<file path="src/io_port_pkg.sv">
// Register map, field layout and pin function codes of the six-pin I/O port
package io_port_pkg;

	// Register byte addresses (word aligned)
	localparam logic [3:0] ADDR_DIRECTION     = 4'h0;
	localparam logic [3:0] ADDR_OUTPUT_DATA   = 4'h4;
	localparam logic [3:0] ADDR_PIN_STATE     = 4'h8;
	localparam logic [3:0] ADDR_OPEN_DRAIN    = 4'hC;
	localparam logic [3:0] ADDR_PERIPH_ENABLE = 4'h0;

	// Port width and reset values
	localparam int         PORT_PINS          = 6;
	localparam logic [5:0] DIRECTION_RESET    = 6'h00;
	localparam logic [5:0] OUTPUT_DATA_RESET  = 6'h00;
	localparam logic [5:0] OPEN_DRAIN_RESET   = 6'h00;

	// Value shown on undefined read bits (write-only register, reserved bits)
	localparam logic [31:0] UNDEF_READ        = 32'h0000_0000;

	// Peripheral enable register layout (extra control word)
	localparam int PE_TWOWIRE0      = 0;
	localparam int PE_TWOWIRE1      = 1;
	localparam int PE_SER0_TX       = 2;
	localparam int PE_SER0_RX       = 3;
	localparam int PE_SER1_TX       = 4;
	localparam int PE_SER1_RX       = 5;
	localparam int PE_SER0_CLK_OUT  = 6;
	localparam int PE_SER0_CLK_IN   = 7;
	localparam int PE_SER1_CLK_OUT  = 8;
	localparam int PE_SER1_CLK_IN   = 9;
	localparam int PE_WIDTH         = 10;
	localparam logic [PE_WIDTH-1:0] PERIPH_ENABLE_RESET = 10'h000;

	// Per-pin function selection
	typedef enum logic [2:0]
	{
		FN_GPIO     = 3'b000,
		FN_PERIPH_O = 3'b001,
		FN_PERIPH_I = 3'b010,
		FN_TWOWIRE  = 3'b011
	} pin_fn_t;

endpackage

</file>
<file path="src/io_pin_cell.sv">
// One port pin: output driver selection with open-drain and peripheral override
`timescale 1ns/1ps
`default_nettype none

module io_pin_cell
(
	// Clock and reset
	input  wire logic                clk_sys,
	input  wire logic                srst,
	// Selection
	input  wire io_port_pkg::pin_fn_t fn,
	input  wire logic                gpio_dir,
	input  wire logic                gpio_data,
	input  wire logic                open_drain,
	input  wire logic                periph_out,
	input  wire logic                twowire_drive_low,
	// Pin
	output logic                     pin_o,
	output logic                     pin_oe
);

	logic drive_d;
	logic value_d;
	logic od_d;

	always_comb
	begin
		drive_d = 1'b0;
		value_d = 1'b0;
		od_d    = open_drain;
		unique case (fn)
			io_port_pkg::FN_GPIO:
			begin
				drive_d = gpio_dir;
				value_d = gpio_data;
			end
			io_port_pkg::FN_PERIPH_O:
			begin
				drive_d = 1'b1;
				value_d = periph_out;
			end
			io_port_pkg::FN_PERIPH_I:
			begin
				drive_d = 1'b0;
			end
			io_port_pkg::FN_TWOWIRE:
			begin
				// Bus lines are always open drain
				drive_d = 1'b1;
				value_d = ~twowire_drive_low;
				od_d    = 1'b1;
			end
			default:
			begin
				drive_d = 1'b0;
			end
		endcase
	end

	always_ff @(posedge clk_sys)
	begin
		if (srst)
		begin
			pin_o  <= 1'b0;
			pin_oe <= 1'b0;
		end
		else
		begin
			pin_o  <= od_d ? 1'b0 : value_d;
			pin_oe <= drive_d & ~(od_d & value_d);
		end
	end

endmodule
`default_nettype wire

</file>
<file path="src/six_bit_io_port.sv">
// Six-pin general purpose I/O port with Avalon-MM register access
//
// Contract
// - six pins on register bits 5..0
// - direction register write-only, read undefined
// - direction 1 output, 0 input, reset 0
// - bits 7,6 reserved, writes ignored
// - output data register read/write, reset 0
// - pin-state register read-only, writes ignored
// - output pins read back data register
// - input pins read sampled pin level
// - pins 3..0 open drain or complementary
// - pins 5,4 open drain or push-pull
// - pins shared with serial, two-wire, interrupts
// - enabled peripheral overrides direction bit
// - two-wire enable wins over everything
`timescale 1ns/1ps
`default_nettype none

module six_bit_io_port
#(
	parameter int PINS = io_port_pkg::PORT_PINS
)
(
	// Clock and reset
	input  wire logic        clk_sys,
	input  wire logic        srst,
	// Avalon-MM slave
	input  wire logic [3:0]  avs_address,
	input  wire logic        avs_read,
	input  wire logic        avs_write,
	input  wire logic [31:0] avs_writedata,
	input  wire logic [3:0]  avs_byteenable,
	output logic      [31:0] avs_readdata,
	output logic             avs_waitrequest,
	// Peripheral control block (second bank, address bit selects)
	input  wire logic        pe_select,
	// Peripheral side signals
	input  wire logic        serial0_transmit,
	input  wire logic        serial1_transmit,
	input  wire logic        serial0_clock_out,
	input  wire logic        serial1_clock_out,
	input  wire logic        twowire0_clock_low,
	input  wire logic        twowire0_data_low,
	input  wire logic        twowire1_clock_low,
	input  wire logic        twowire1_data_low,
	output logic             serial0_receive,
	output logic             serial1_receive,
	output logic             serial0_clock_in,
	output logic             serial1_clock_in,
	output logic             twowire0_clock_in,
	output logic             twowire0_data_in,
	output logic             twowire1_clock_in,
	output logic             twowire1_data_in,
	output logic             ext_interrupt_four,
	output logic             ext_interrupt_five,
	// Pins
	input  wire logic [PINS-1:0] pin_i,
	output logic      [PINS-1:0] pin_o,
	output logic      [PINS-1:0] pin_oe
);

	// ------------------------------------------------------------
	// Registers
	// ------------------------------------------------------------
	logic [PINS-1:0]                 direction_q;
	logic [PINS-1:0]                 output_data_q;
	logic [PINS-1:0]                 open_drain_q;
	logic [io_port_pkg::PE_WIDTH-1:0] periph_enable_q;
	logic [PINS-1:0]                 pin_meta_q;
	logic [PINS-1:0]                 pin_sync_q;
	logic                            ack_q;
	logic [31:0]                     readdata_d;
	logic                            access;
	logic                            wr_take;
	logic                            rd_take;

	// Each access answers one cycle after the request appears
	assign access  = (avs_read | avs_write) & ~ack_q;
	assign wr_take = avs_write & ack_q;
	assign rd_take = avs_read & ack_q;

	function automatic logic hit(input logic [3:0] a, input logic [3:0] off, input logic bank);
		hit = (a == off) && (pe_select == bank);
	endfunction

	// ------------------------------------------------------------
	// Bus handshake
	// ------------------------------------------------------------
	always_ff @(posedge clk_sys)
	begin
		if (srst)
		begin
			ack_q <= 1'b0;
		end
		else
		begin
			ack_q <= access;
		end
	end

	always_ff @(posedge clk_sys)
	begin
		if (srst)
		begin
			avs_waitrequest <= 1'b1;
		end
		else
		begin
			avs_waitrequest <= ~access;
		end
	end

	// ------------------------------------------------------------
	// Register writes
	// ------------------------------------------------------------
	// pin-state has no write
	always_ff @(posedge clk_sys)
	begin
		if (srst)
		begin
			direction_q <= io_port_pkg::DIRECTION_RESET;
		end
		else if (wr_take && avs_byteenable[0] && hit(avs_address, io_port_pkg::ADDR_DIRECTION, 1'b0))
		begin
			direction_q <= avs_writedata[PINS-1:0];
		end
	end

	always_ff @(posedge clk_sys)
	begin
		if (srst)
		begin
			output_data_q <= io_port_pkg::OUTPUT_DATA_RESET;
		end
		else if (wr_take && avs_byteenable[0] && hit(avs_address, io_port_pkg::ADDR_OUTPUT_DATA, 1'b0))
		begin
			output_data_q <= avs_writedata[PINS-1:0];
		end
	end

	always_ff @(posedge clk_sys)
	begin
		if (srst)
		begin
			open_drain_q <= io_port_pkg::OPEN_DRAIN_RESET;
		end
		else if (wr_take && avs_byteenable[0] && hit(avs_address, io_port_pkg::ADDR_OPEN_DRAIN, 1'b0))
		begin
			open_drain_q <= avs_writedata[PINS-1:0];
		end
	end

	always_ff @(posedge clk_sys)
	begin
		if (srst)
		begin
			periph_enable_q <= io_port_pkg::PERIPH_ENABLE_RESET;
		end
		else if (wr_take && hit(avs_address, io_port_pkg::ADDR_PERIPH_ENABLE, 1'b1))
		begin
			if (avs_byteenable[0])
			begin
				periph_enable_q[7:0] <= avs_writedata[7:0];
			end
			if (avs_byteenable[1])
			begin
				periph_enable_q[9:8] <= avs_writedata[9:8];
			end
		end
	end

	// ------------------------------------------------------------
	// Pin synchroniser
	// ------------------------------------------------------------
	// two-stage input sync
	always_ff @(posedge clk_sys)
	begin
		if (srst)
		begin
			pin_meta_q <= '0;
			pin_sync_q <= '0;
		end
		else
		begin
			pin_meta_q <= pin_i;
			pin_sync_q <= pin_meta_q;
		end
	end

	// ------------------------------------------------------------
	// Read path
	// ------------------------------------------------------------
	always_comb
	begin
		readdata_d = io_port_pkg::UNDEF_READ;
		if (!pe_select)
		begin
			unique case (avs_address)
				io_port_pkg::ADDR_DIRECTION:
					readdata_d = io_port_pkg::UNDEF_READ;
				io_port_pkg::ADDR_OUTPUT_DATA:
					readdata_d[PINS-1:0] = output_data_q;
				io_port_pkg::ADDR_PIN_STATE:
					readdata_d[PINS-1:0] = (direction_q & output_data_q)
						| (~direction_q & pin_sync_q);
				io_port_pkg::ADDR_OPEN_DRAIN:
					readdata_d[PINS-1:0] = open_drain_q;
				default:
					readdata_d = io_port_pkg::UNDEF_READ;
			endcase
		end
		else if (avs_address == io_port_pkg::ADDR_PERIPH_ENABLE)
		begin
			readdata_d[io_port_pkg::PE_WIDTH-1:0] = periph_enable_q;
		end
	end

	always_ff @(posedge clk_sys)
	begin
		if (srst)
		begin
			avs_readdata <= '0;
		end
		else if (access && avs_read)
		begin
			avs_readdata <= readdata_d;
		end
	end

	// ------------------------------------------------------------
	// Pin function selection
	// ------------------------------------------------------------
	io_port_pkg::pin_fn_t fn [PINS];
	logic [PINS-1:0]      periph_out;
	logic [PINS-1:0]      tw_low;

	always_comb
	begin
		for (int i = 0; i < PINS; i++)
		begin
			fn[i] = io_port_pkg::FN_GPIO;
		end
		periph_out = '0;
		tw_low     = '0;
		if (periph_enable_q[io_port_pkg::PE_SER0_TX])
		begin
			fn[0]         = io_port_pkg::FN_PERIPH_O;
			periph_out[0] = serial0_transmit;
		end
		if (periph_enable_q[io_port_pkg::PE_SER0_RX])
			fn[1] = io_port_pkg::FN_PERIPH_I;
		if (periph_enable_q[io_port_pkg::PE_SER0_CLK_IN])
			fn[2] = io_port_pkg::FN_PERIPH_I;
		else if (periph_enable_q[io_port_pkg::PE_SER0_CLK_OUT])
		begin
			fn[2]         = io_port_pkg::FN_PERIPH_O;
			periph_out[2] = serial0_clock_out;
		end
		if (periph_enable_q[io_port_pkg::PE_SER1_TX])
		begin
			fn[3]         = io_port_pkg::FN_PERIPH_O;
			periph_out[3] = serial1_transmit;
		end
		if (periph_enable_q[io_port_pkg::PE_SER1_RX])
			fn[4] = io_port_pkg::FN_PERIPH_I;
		if (periph_enable_q[io_port_pkg::PE_SER1_CLK_IN])
			fn[5] = io_port_pkg::FN_PERIPH_I;
		else if (periph_enable_q[io_port_pkg::PE_SER1_CLK_OUT])
		begin
			fn[5]         = io_port_pkg::FN_PERIPH_O;
			periph_out[5] = serial1_clock_out;
		end
		if (periph_enable_q[io_port_pkg::PE_TWOWIRE0])
		begin
			fn[5]     = io_port_pkg::FN_TWOWIRE;
			fn[4]     = io_port_pkg::FN_TWOWIRE;
			tw_low[5] = twowire0_clock_low;
			tw_low[4] = twowire0_data_low;
		end
		if (periph_enable_q[io_port_pkg::PE_TWOWIRE1])
		begin
			fn[3]     = io_port_pkg::FN_TWOWIRE;
			fn[2]     = io_port_pkg::FN_TWOWIRE;
			tw_low[3] = twowire1_clock_low;
			tw_low[2] = twowire1_data_low;
		end
	end

	genvar g;
	generate
		for (g = 0; g < PINS; g++)
		begin : g_pin
			io_pin_cell u_cell
			(
				.clk_sys           (clk_sys),
				.srst              (srst),
				.fn                (fn[g]),
				.gpio_dir          (direction_q[g]),
				.gpio_data         (output_data_q[g]),
				.open_drain        (open_drain_q[g]),
				.periph_out        (periph_out[g]),
				.twowire_drive_low (tw_low[g]),
				.pin_o             (pin_o[g]),
				.pin_oe            (pin_oe[g])
			);
		end
	endgenerate

	// ------------------------------------------------------------
	// Peripheral inputs
	// ------------------------------------------------------------
	// shared input functions
	always_ff @(posedge clk_sys)
	begin
		if (srst)
		begin
			serial0_receive    <= 1'b1;
			serial1_receive    <= 1'b1;
			serial0_clock_in   <= 1'b0;
			serial1_clock_in   <= 1'b0;
			twowire0_clock_in  <= 1'b1;
			twowire0_data_in   <= 1'b1;
			twowire1_clock_in  <= 1'b1;
			twowire1_data_in   <= 1'b1;
			ext_interrupt_four <= 1'b1;
			ext_interrupt_five <= 1'b1;
		end
		else
		begin
			serial0_receive    <= pin_sync_q[1];
			serial1_receive    <= pin_sync_q[4];
			serial0_clock_in   <= pin_sync_q[2];
			serial1_clock_in   <= pin_sync_q[5];
			twowire0_clock_in  <= pin_sync_q[5];
			twowire0_data_in   <= pin_sync_q[4];
			twowire1_clock_in  <= pin_sync_q[3];
			twowire1_data_in   <= pin_sync_q[2];
			ext_interrupt_four <= pin_sync_q[2];
			ext_interrupt_five <= pin_sync_q[5];
		end
	end

endmodule
`default_nettype wire

</file>
<file path="config.mk">
export PLATFORM = sky130hd
export DESIGN_NAME = six_bit_io_port
export DESIGN_NICKNAME = d
export VERILOG_FILES = /design/src/io_port_pkg.sv /design/src/io_pin_cell.sv /design/src/six_bit_io_port.sv
export SDC_FILE = /design/constraint.sdc
export NUM_CORES = 1
export LEC_CHECK = 0
export BUFFER_PORTS_ARGS = -buffer_cell sky130_fd_sc_hd__buf_2
export CAP_MARGIN = 30
export CORE_ASPECT_RATIO = 1.1
export CORE_MARGIN = 10
export CORE_UTILIZATION = 49
export CTS_CLUSTER_SIZE = 28
export DETAILED_ROUTE_END_ITERATION = 10
export PLACE_DENSITY = 0.86
export SYNTH_ARGS = -nofsm -noshare
export SYNTH_HDL_FRONTEND = slang
export SYNTH_SLANG_ARGS = --single-unit
</file>
<file path="constraint.sdc">
create_clock -name clk_sys -period 1.6 [get_ports clk_sys]
set_input_delay 0.08 -clock clk_sys [delete_from_list [all_inputs] [get_ports clk_sys]]
set_output_delay 0.08 -clock clk_sys [all_outputs]
set_load 0.005 [all_outputs]
</file>
* Yosys cells after proc, flatten, opt, wreduce, memory -nomap -nowiden
Index checks and enable logic that the tools add are counted.
W data, S select, Z words.
** Storage, ports and cells
- Register bits :: 71
- Input port bits :: 59
- Output and inout bits :: 55
** Cells by class
- Equality and inequality tests :: 15
- Mux-type cells :: 39
- Bitwise gates (word level) :: 32
- Reductions and logical operators :: 31
** Operator list (count)
- $reduce_or A2 Y1 :: 12
- $mux W10 :: 2
- $logic_not A3 Y1 :: 6
- $pmux W6 S3 :: 1
- $mux W1 :: 16
- $pmux W1 S2 :: 8
- $and A1 B1 Y1 :: 14
- $not A1 Y1 :: 13
- $and A6 B6 Y6 :: 2
- $eq A3 B1 Y1 const B :: 4
- $eq A3 B2 Y1 const B :: 4
- $mux W2 :: 6
- $mux W6 :: 2
- $pmux W1 S3 :: 4
- $logic_and A1 B1 Y1 :: 10
- $eq A4 B4 Y1 const B :: 2
- $not A6 Y6 :: 1
- $or A6 B6 Y6 :: 1
- $eq A4 B3 Y1 const B :: 1
- $logic_not A4 Y1 :: 1
- $reduce_and A2 Y1 :: 2
- $eq A1 B2 Y1 const B :: 1
- $eq A2 B1 Y1 const B :: 1
- $eq A2 B2 Y1 const B :: 1
- other kinds (2) :: 2

* Logic depth before layout (Yosys ltp)
Gate-level depths: netlist of the first run.
- Word-level depth :: 8
- Depth in mapped cells :: 6
- Mapped depth without buffers :: 4

* By module
A second synthesis of the first run with hierarchy kept.
** Unflattened totals
- Cells, all modules :: 317
- Area total of the unflattened synthesis :: 3129.3 um^2
** By module, submodules not included
- six_bit_io_port :: times used 1, cells an instance 263, area each 2558.7 um^2, seq. area each 1181.1 um^2
- io_pin_cell :: times used 6, cells an instance 9, area each 95.1 um^2, seq. area each 40.0 um^2

* Worst setup path before layout of the first run
No wires, ideal clock.
- Path type :: register to register
- Start :: reg ack_q
- End :: reg direction_q[5]
- Library setup time :: 128 ps
- Data arrival time :: 1108 ps
- Data required time :: 1472 ps
- Path slack :: 365 ps
- Cell stages (with the launch flop) :: 6
- Path buffers :: 1
- Clock period less this slack :: 1235 ps
- Path through :: dfxtp_1 > and3_1 > buf_4 > nand3_2 > mux2i_1 > nor2_1
** Between the ends
- Cells in the longest elaborated chain, start to end :: 3
** RTL lines
- start: declaration :: line six_bit_io_port.sv:72 : logic ack_q;
- start signal: assignment :: line six_bit_io_port.sv:98 : ack_q <= access;
- $and A1 B1 Y1 :: line six_bit_io_port.sv:80 : assign wr_take = avs_write & ack_q;
- $logic_and A1 B1 Y1 (2 in a row) :: line six_bit_io_port.sv:124 : else if (wr_take && avs_byteenable[0] && hit(avs_address, io_port_pkg::ADDR_DIRECTION, 1'b0))
- end signal: assignment :: line six_bit_io_port.sv:122 : direction_q <= io_port_pkg::DIRECTION_RESET;
- end signal: assignment :: line six_bit_io_port.sv:126 : direction_q <= avs_writedata[PINS-1:0];
- end: declaration :: line six_bit_io_port.sv:66 : logic [PINS-1:0] direction_q;
Every way passes these cells.
A chain may end at the register's enable or synchronous reset.

* Worst setup path after layout of the first run
- Start :: reg ack_q
- End :: reg output_data_q[2]
** Between the ends
- Cells in the longest elaborated chain, start to end :: 3
** RTL lines
- $and A1 B1 Y1 :: line six_bit_io_port.sv:80
- $logic_and A1 B1 Y1 (2 in a row) :: line six_bit_io_port.sv:136 : else if (wr_take && avs_byteenable[0] && hit(avs_address, io_port_pkg::ADDR_OUTPUT_DATA, 1'b0))
- end signal: assignment :: line six_bit_io_port.sv:134 : output_data_q <= io_port_pkg::OUTPUT_DATA_RESET;
- end signal: assignment :: line six_bit_io_port.sv:138 : output_data_q <= avs_writedata[PINS-1:0];
- end: declaration :: line six_bit_io_port.sv:67 : logic [PINS-1:0] output_data_q;
Every way passes these cells.

==> results.md, run 1 <==
- Post-place setup slack: 0.128 ns
- First-pass DRT Iterations: 4
- R2r startpoint: ack_q$_SDFF_PP0_
- Postcts setup bufs: 0
- Post-DR vias/cell: 5.12
- Starting Density: 0.512
- Pins over their slew limit: 0
- Crit-path max cell delay: 0.40 ns
- Horiz. Die Dim: 94.8 um
- Hold Vio Cnt, Final: 0
- Num ports: 114
- Clock sink count: 71
- Post-Syn Instances: 327
- R2r setup slk: 0.05 ns
- Setup crit end kind: register
- Worst-skew pair later-pin latency: 0.34 ns
- Routed Antenna Nets: 0
- IO Port Bufs: 67
- Hold Crit Class: primary input to register
- Critical Path Slowest Stage Cell: and3_1
- Clock-pin slew of the registers on the worst-case setup and hold paths: 0.07 ns
- Layout area overhead: 16.0%
- CTS tree: built
- DRC Markers: 0
- Seq cells post-synth: 71
- Non-Filler Instances: 473
- Worst setup margin: 0.0457 ns
- GRT Total Usage: 0.150
- # resized after CTS: 0
- Cell Area, Synth: 3010 um^2
- Worst clock skew: 0.0120 ns
- P per Cell Area: 930 nW/um^2
- FP Rows: 29
- Finished Core Util: 0.594
- DIE AREA: 9690 um^2
- Wire per inst: 15.5 um
- H-tree levels: 3
- Outcome: complete, no violations
- Dpl hpwl: 5.23 mm
- Total power: 3.25 mW
- Hold buffer count at CTS: 12
- Largest net degree at the start of global routing: 41
- CTS max path bufs: 2
- Num CTS Buffers: 9
- Fin crit period: 1.55 ns
- Static Leak: 1.61 nW
- Crit Path Class: register to register
- Avg Inst Size Synth: 9.21 um^2
- Worst min-delay path startpoint: avs_writedata[8]
- GPL Wtd Cong: 0.884
- Maximum vdd ir drop: 0.673 mV
- Number of global-route vias before repair: 2349
- Initial drt markers: 111
- Post-synth cell types: 37
- Routed via count: 2423
- Initial antenna violation count: 0
- Die Y: 102 um
- Clk root buf: clkbuf_8
- WP data required: 1.81 ns
- First-pass GRT wire length: 11.3 mm
- Diode count: 0
- Drt total wl: 7.31 mm
- Seq/Total Area, Yosys: 0.472
- Final period utilization: 0.971
- MaxCap Viol Count: 0
- Share of cells above drive strength 1: 0.255
- Count of final setup violators: 0
- Startpoint Class: register
- Setup TNS: 0 ns
- Fmax: 643 MHz
- CP arrival: 1.77 ns
- Crit path max fanout: 7
- Core Area: 5880 um^2
- DP Cell Count: 446
- Critical Path, Cell by Cell: and3_1 > nand3_2 > mux2i_1 > nor2_1
- Synth warn: 0
- Worst setup path startpoint: ack_q$_SDFF_PP0_
- RSZ-0062 raised after global routing: no
- Overflow after GRT: 0
- Final-stage net count: 451
[worst max-delay path, delay by kind of cell, from the launching register on]
family / cells / cell delay [ns]
multiplexers: 1 / 0.27
AND/OR/NAND/NOR: 3 / 0.79
flip-flops: 1 / 0.37
[synthesized netlist by cell type]
cell type / n / area, um^2
nor3_4: 1 / 16.3
a22oi_1: 1 / 7.51
nor4_4: 1 / 21.3
nor2_2: 1 / 6.26
and2b_1: 1 / 7.51
a311oi_1: 1 / 8.76
a21oi_1: 22 / 110
nand3_1: 22 / 110
nand4_2: 1 / 12.5
mux2i_1: 21 / 210
nand3_2: 2 / 20.0
o21ai_0: 7 / 35.0
o31a_1: 2 / 17.5
buf_6: 3 / 33.8
a211oi_1: 3 / 22.5
o31ai_1: 6 / 45.0
and2_4: 1 / 8.76
nand3b_1: 1 / 7.51
clkbuf_1: 8 / 30.0
nor2b_1: 17 / 106
nand2_1: 22 / 82.6
and3_1: 2 / 12.5
a32oi_1: 6 / 52.6
buf_4: 39 / 293
dfxtp_1: 71 / 1420
inv_1: 1 / 3.75
and2_1: 1 / 6.26
conb_1: 1 / 3.75
or2_2: 5 / 31.3
nor3_1: 5 / 25.0
buf_1: 2 / 7.51
buf_2: 2 / 10.0
a21o_1: 6 / 45.0
nor2_1: 34 / 128
nor4_1: 4 / 25.0
nor4b_1: 1 / 8.76
nand2b_1: 3 / 18.8
[placed cells by master (no fill, tap or decap), types with 2 or more instances in the layout]
master,instances
a211oi_1,3
a21o_1,6
a21oi_1,22
a32oi_1,6
and3_1,2
buf_2,67
buf_4,8
clkbuf_8,10
clkinv_2,3
conb_1,22
dfxtp_1,71
dlygate4sd3_1,12
mux2i_1,21
nand2_1,22
nand2b_1,3
nand3_1,22
nand3_2,2
nor2_1,34
nor2b_1,17
nor3_1,5
nor4_1,4
o21ai_0,7
o31a_1,2
o31ai_1,6
or2_2,5
[power by group]
| group | internal [mW] | switching (mW) | leakage [nW] |
|---|---|---|---|
| Sequential | 1.80 | 0.0114 | 0.577 |
| Clock | 0.588 | 0.613 | 0.0850 |
| Combinational | 0.104 | 0.136 | 0.951 |
| Total | 2.49 | 0.761 | 1.61 |
[sequential cells by signal (all words and copies together) (netlist names)]
name,flops
pin_meta_q,6
twowire1_clock_in,1
twowire0_data_in,1
periph_enable_q,10
serial1_clock_in,1
avs_readdata,10
open_drain_q,6
avs_waitrequest,1
g_pin.u_cell.pin_o,6
g_pin.u_cell.pin_oe,6
direction_q,6
serial0_receive,1
serial0_clock_in,1
ext_interrupt_four,1
output_data_q,6
ext_interrupt_five,1
ack_q,1
pin_sync_q,6
[through the flow]
stage | area [um^2] | hold slack (ns)
final | 3490 | 0.0165
after global placement | 3210 | 0.286
after floorplan | 3090 | 0.199
after detailed placement | 3210 | 0.292
after CTS | 3490 | 0.00802
after global routing | 3490 | 0.00517
[final timing paths]
path                            depth (start not counted)                               to
worst max-delay path                                    4    output_data_q[2]$_SDFFE_PP0P_
worst min-delay path                                    3  periph_enable_q[8]$_SDFFE_PP0P_
worst max register to register                          4    output_data_q[2]$_SDFFE_PP0P_
worst min register to register                          1         pin_sync_q[2]$_SDFF_PP0_
[layer usage]
layer / global-route usage / vias up / part of all wire
met5: 0 / - / 0
met4: 0.0611 / 0 / 0.013
met3: 0.0594 / 11 / 0.10
met2: 0.257 / 111 / 0.50
met1: 0.162 / 1105 / 0.38
li1: - / 1196 / -
[cell families (layout without fill, tap and decap cells)]
logic type / count (synthesis) / after routing / synth area share
AOI/OAI and AO/OA: 54 / 54 / 0.114
buffers and inverters: 55 / 103 / 0.125
DFF: 71 / 71 / 0.472
muxes: 21 / 21 / 0.0698
other: 1 / 22 / 0.00125
and+or+nand+nor: 125 / 125 / 0.217
[cell type report]
class / instances / area (um^2)
multi-input cells: 222 / 1290
inverters: 1 / 3.75
well taps: 77 / 96.3
clock buffers: 11 / 141
clock inverters: 4 / 22.5
flip-flops and latches: 71 / 1420
fillers: 560 / 2390
repair buffers: 87 / 515
Note: power is estimated with default switching activity, not from simulation.
==> run 2, diff against run 1 <==
- BUFFER_PORTS_ARGS: -buffer_cell sky130_fd_sc_hd__buf_2 -> unset
- CORE_UTILIZATION: 49 -> 60
- DONT_BUFFER_PORTS: unset -> 1
- PLACE_DENSITY: 0.86 -> 0.82
- TNS_END_PERCENT: unset -> 30
==> run 2 against run 1 <==
Against the previous run: die area shrank 15%; total power grew 11%; cell count shrank 16%; non-clock buffer count shrank 58; fmax grew 4.2%; worst setup slack gained 0.062 ns; via count shrank 8.7%; final area shrank 5.3%.
==> results.md, run 2 (synthesized netlist as in run 1, its figures left out) <==
- Outcome: complete, no violations
- Fin crit period: 1.49 ns (-0.0625 ns)
- Share of cells above drive strength 1: 0.0944 (-0.161)
- GPL Wtd Cong: 0.883 (-0.14%)
- Crit-path max cell delay: 0.37 ns (-0.03 ns)
- Critical Path, Cell by Cell: and3_1 > buf_4 > nand3_2 > mux2i_1 > nor2_1
- Initial antenna violation count: 0 (unchanged)
- Measured slew at the worst slew-check pin: 0.533 ns
- Num ports: 114 (unchanged)
- Hold Vio Cnt, Final: 0 (unchanged)
- P per Cell Area: 1090 nW/um^2 (+17%)
- Die Y: 94.3 um (-7.7%)
- Wire per inst: 18.2 um (+18%)
- Startpoint Class: register
- Routed via count: 2212 (-8.7%)
- Commonest cells after routing, fill and taps aside: 71 x dfxtp_1, 34 x nor2_1, 23 x dlygate4sd3_1
- Layout area overhead: 9.76%
- DP Cell Count: 355 (-20%)
- Post-DR vias/cell: 5.60 (+9.3%)
- Worst clock skew: 0.00644 ns (-0.00556 ns)
- Crit Path Class: register to register
- Postcts setup bufs: 0 (unchanged)
- IO Port Bufs: 0 (-100%)
- Overflow after GRT: 0 (unchanged)
- Maximum vdd ir drop: 0.766 mV (+14%)
- H-tree levels: 3 (unchanged)
- Final-stage net count: 393 (-13%)
- First-pass GRT wire length: 11.4 mm (+0.19%)
- Largest regs: avs_readdata: 10 flops, periph_enable_q: 10 flops
- Commonest non-fill, non-tap cell in the layout: dfxtp_1
- Worst-skew pair later-pin latency: 0.34 ns (about the same)
- Fmax: 670 MHz (+4.2%)
- FP Rows: 26 (-10%)
- Critical Path Slowest Stage Cell: dfxtp_1
- # resized after CTS: 0 (unchanged)
- Diode count: 0 (unchanged)
- Largest net degree at the start of global routing: 65 (+59%)
- Num CTS Buffers: 9 (unchanged)
- GRT Total Usage: 0.175 (+0.0255)
- Finished Core Util: 0.696 (+0.102)
- Final period utilization: 0.932 (-0.0390)
- WP buf/inv: 1 (+1)
- Number of global-route vias before repair: 2218 (-5.6%)
- Dpl hpwl: 4.64 mm (-11%)
- Horiz. Die Dim: 87.6 um (-7.6%)
- CTS max path bufs: 2 (unchanged)
- Core Area: 4750 um^2 (-19%)
- Max transition margin: 0.644
- First-pass DRT Iterations: 4 (unchanged)
- Non-Filler Instances: 395 (-16%)
- Count of final setup violators: 0 (unchanged)
- Hold buffer count at CTS: 24 (+12)
- Clock sink count: 71 (unchanged)
- RSZ-0062 raised after global routing: no
- DRC Markers: 0 (unchanged)
- Routed Antenna Nets: 0 (unchanged)
- Crit path max fanout: 6 (-1)
- CTS tree: built
- Pins over their slew limit: 0 (unchanged)
- Setup crit end kind: register
- Static Leak: 1.39 nW (-14%)
- MaxCap Viol Count: 0 (unchanged)
- R2r setup slk: 0.11 ns (+0.06 ns)
- Initial drt markers: 255 (+130%)
- CP arrival: 1.72 ns (-0.05 ns)
- Clock-pin slew of the registers on the worst-case setup and hold paths: 0.07 ns (about the same)
- Hold Crit Class: primary input to register
- Starting Density: 0.634 (+0.122)
- DIE AREA: 8260 um^2 (-15%)
- Drt total wl: 7.20 mm (-1.4%)
- Setup TNS: 0 ns (unchanged)
- Critical path's top delay family: simple AND/OR/NAND/NOR gates
- Clk root buf: clkbuf_8
- WP data required: 1.83 ns (+0.02 ns)
- WHS: 0.00699 ns (-0.00954 ns)
run 2: per-layer routing:
| layer | wire length (um) | vias to the layer above | global-route usage |
|---|---|---|---|
| met5 | 0 | - | 0 |
| met2 | 3500 | 101 | 0.292 |
| met3 | 819 | 14 | 0.0677 |
| met1 | 2730 | 1017 | 0.190 |
| li1 | - | 1080 | - |
| met4 | 151 | 0 | 0.0864 |
run 2: cell type report:
class                   count  area [um^2]
clock inverters             3         65.1
multi-input cells         222         1290
clock buffers              13          159
flip-flops and latches     71         1420
repair buffers             29          295
well taps                  56         70.1
inverters                   1         3.75
fillers                   371         1440
run 2: path summary, 6_finish.rpt:
path / cells after the start / startpoint / to
max: 5 / ack_q$_SDFF_PP0_ / output_data_q[3]$_SDFFE_PP0P_
max reg2reg: 5 / ack_q$_SDFF_PP0_ / output_data_q[3]$_SDFFE_PP0P_
min: 3 / avs_address[2] / avs_readdata[4]$_SDFFE_PP0P_
min reg2reg: 1 / pin_meta_q[2]$_SDFF_PP0_ / pin_sync_q[2]$_SDFF_PP0_
run 2: where the power goes:
part           switching (mW)  leakage (nW)  internal, mW  total (mW)
sequential             0.0163         0.577          1.80        1.81
combinational           0.101         0.697        0.0859       0.186
clock                   0.633         0.114         0.962        1.60
run 2: tightest hold or removal path, stage by stage:
cell     delay [ns]
o31ai_1        0.05
a21oi_1        0.10
o21ai_0        0.07
run 2: per-stage QoR:
step | power, mW | setup slack (ns) | area, um^2
after floorplan | 2.01 | 0.365 | 3090
after global placement | 1.95 | 0.204 | 2820
after detailed placement | 1.95 | 0.176 | 2820
after CTS | 3.60 | 0.147 | 3310
after global routing | 3.73 | 0.0432 | 3310
final | 3.59 | 0.108 | 3310
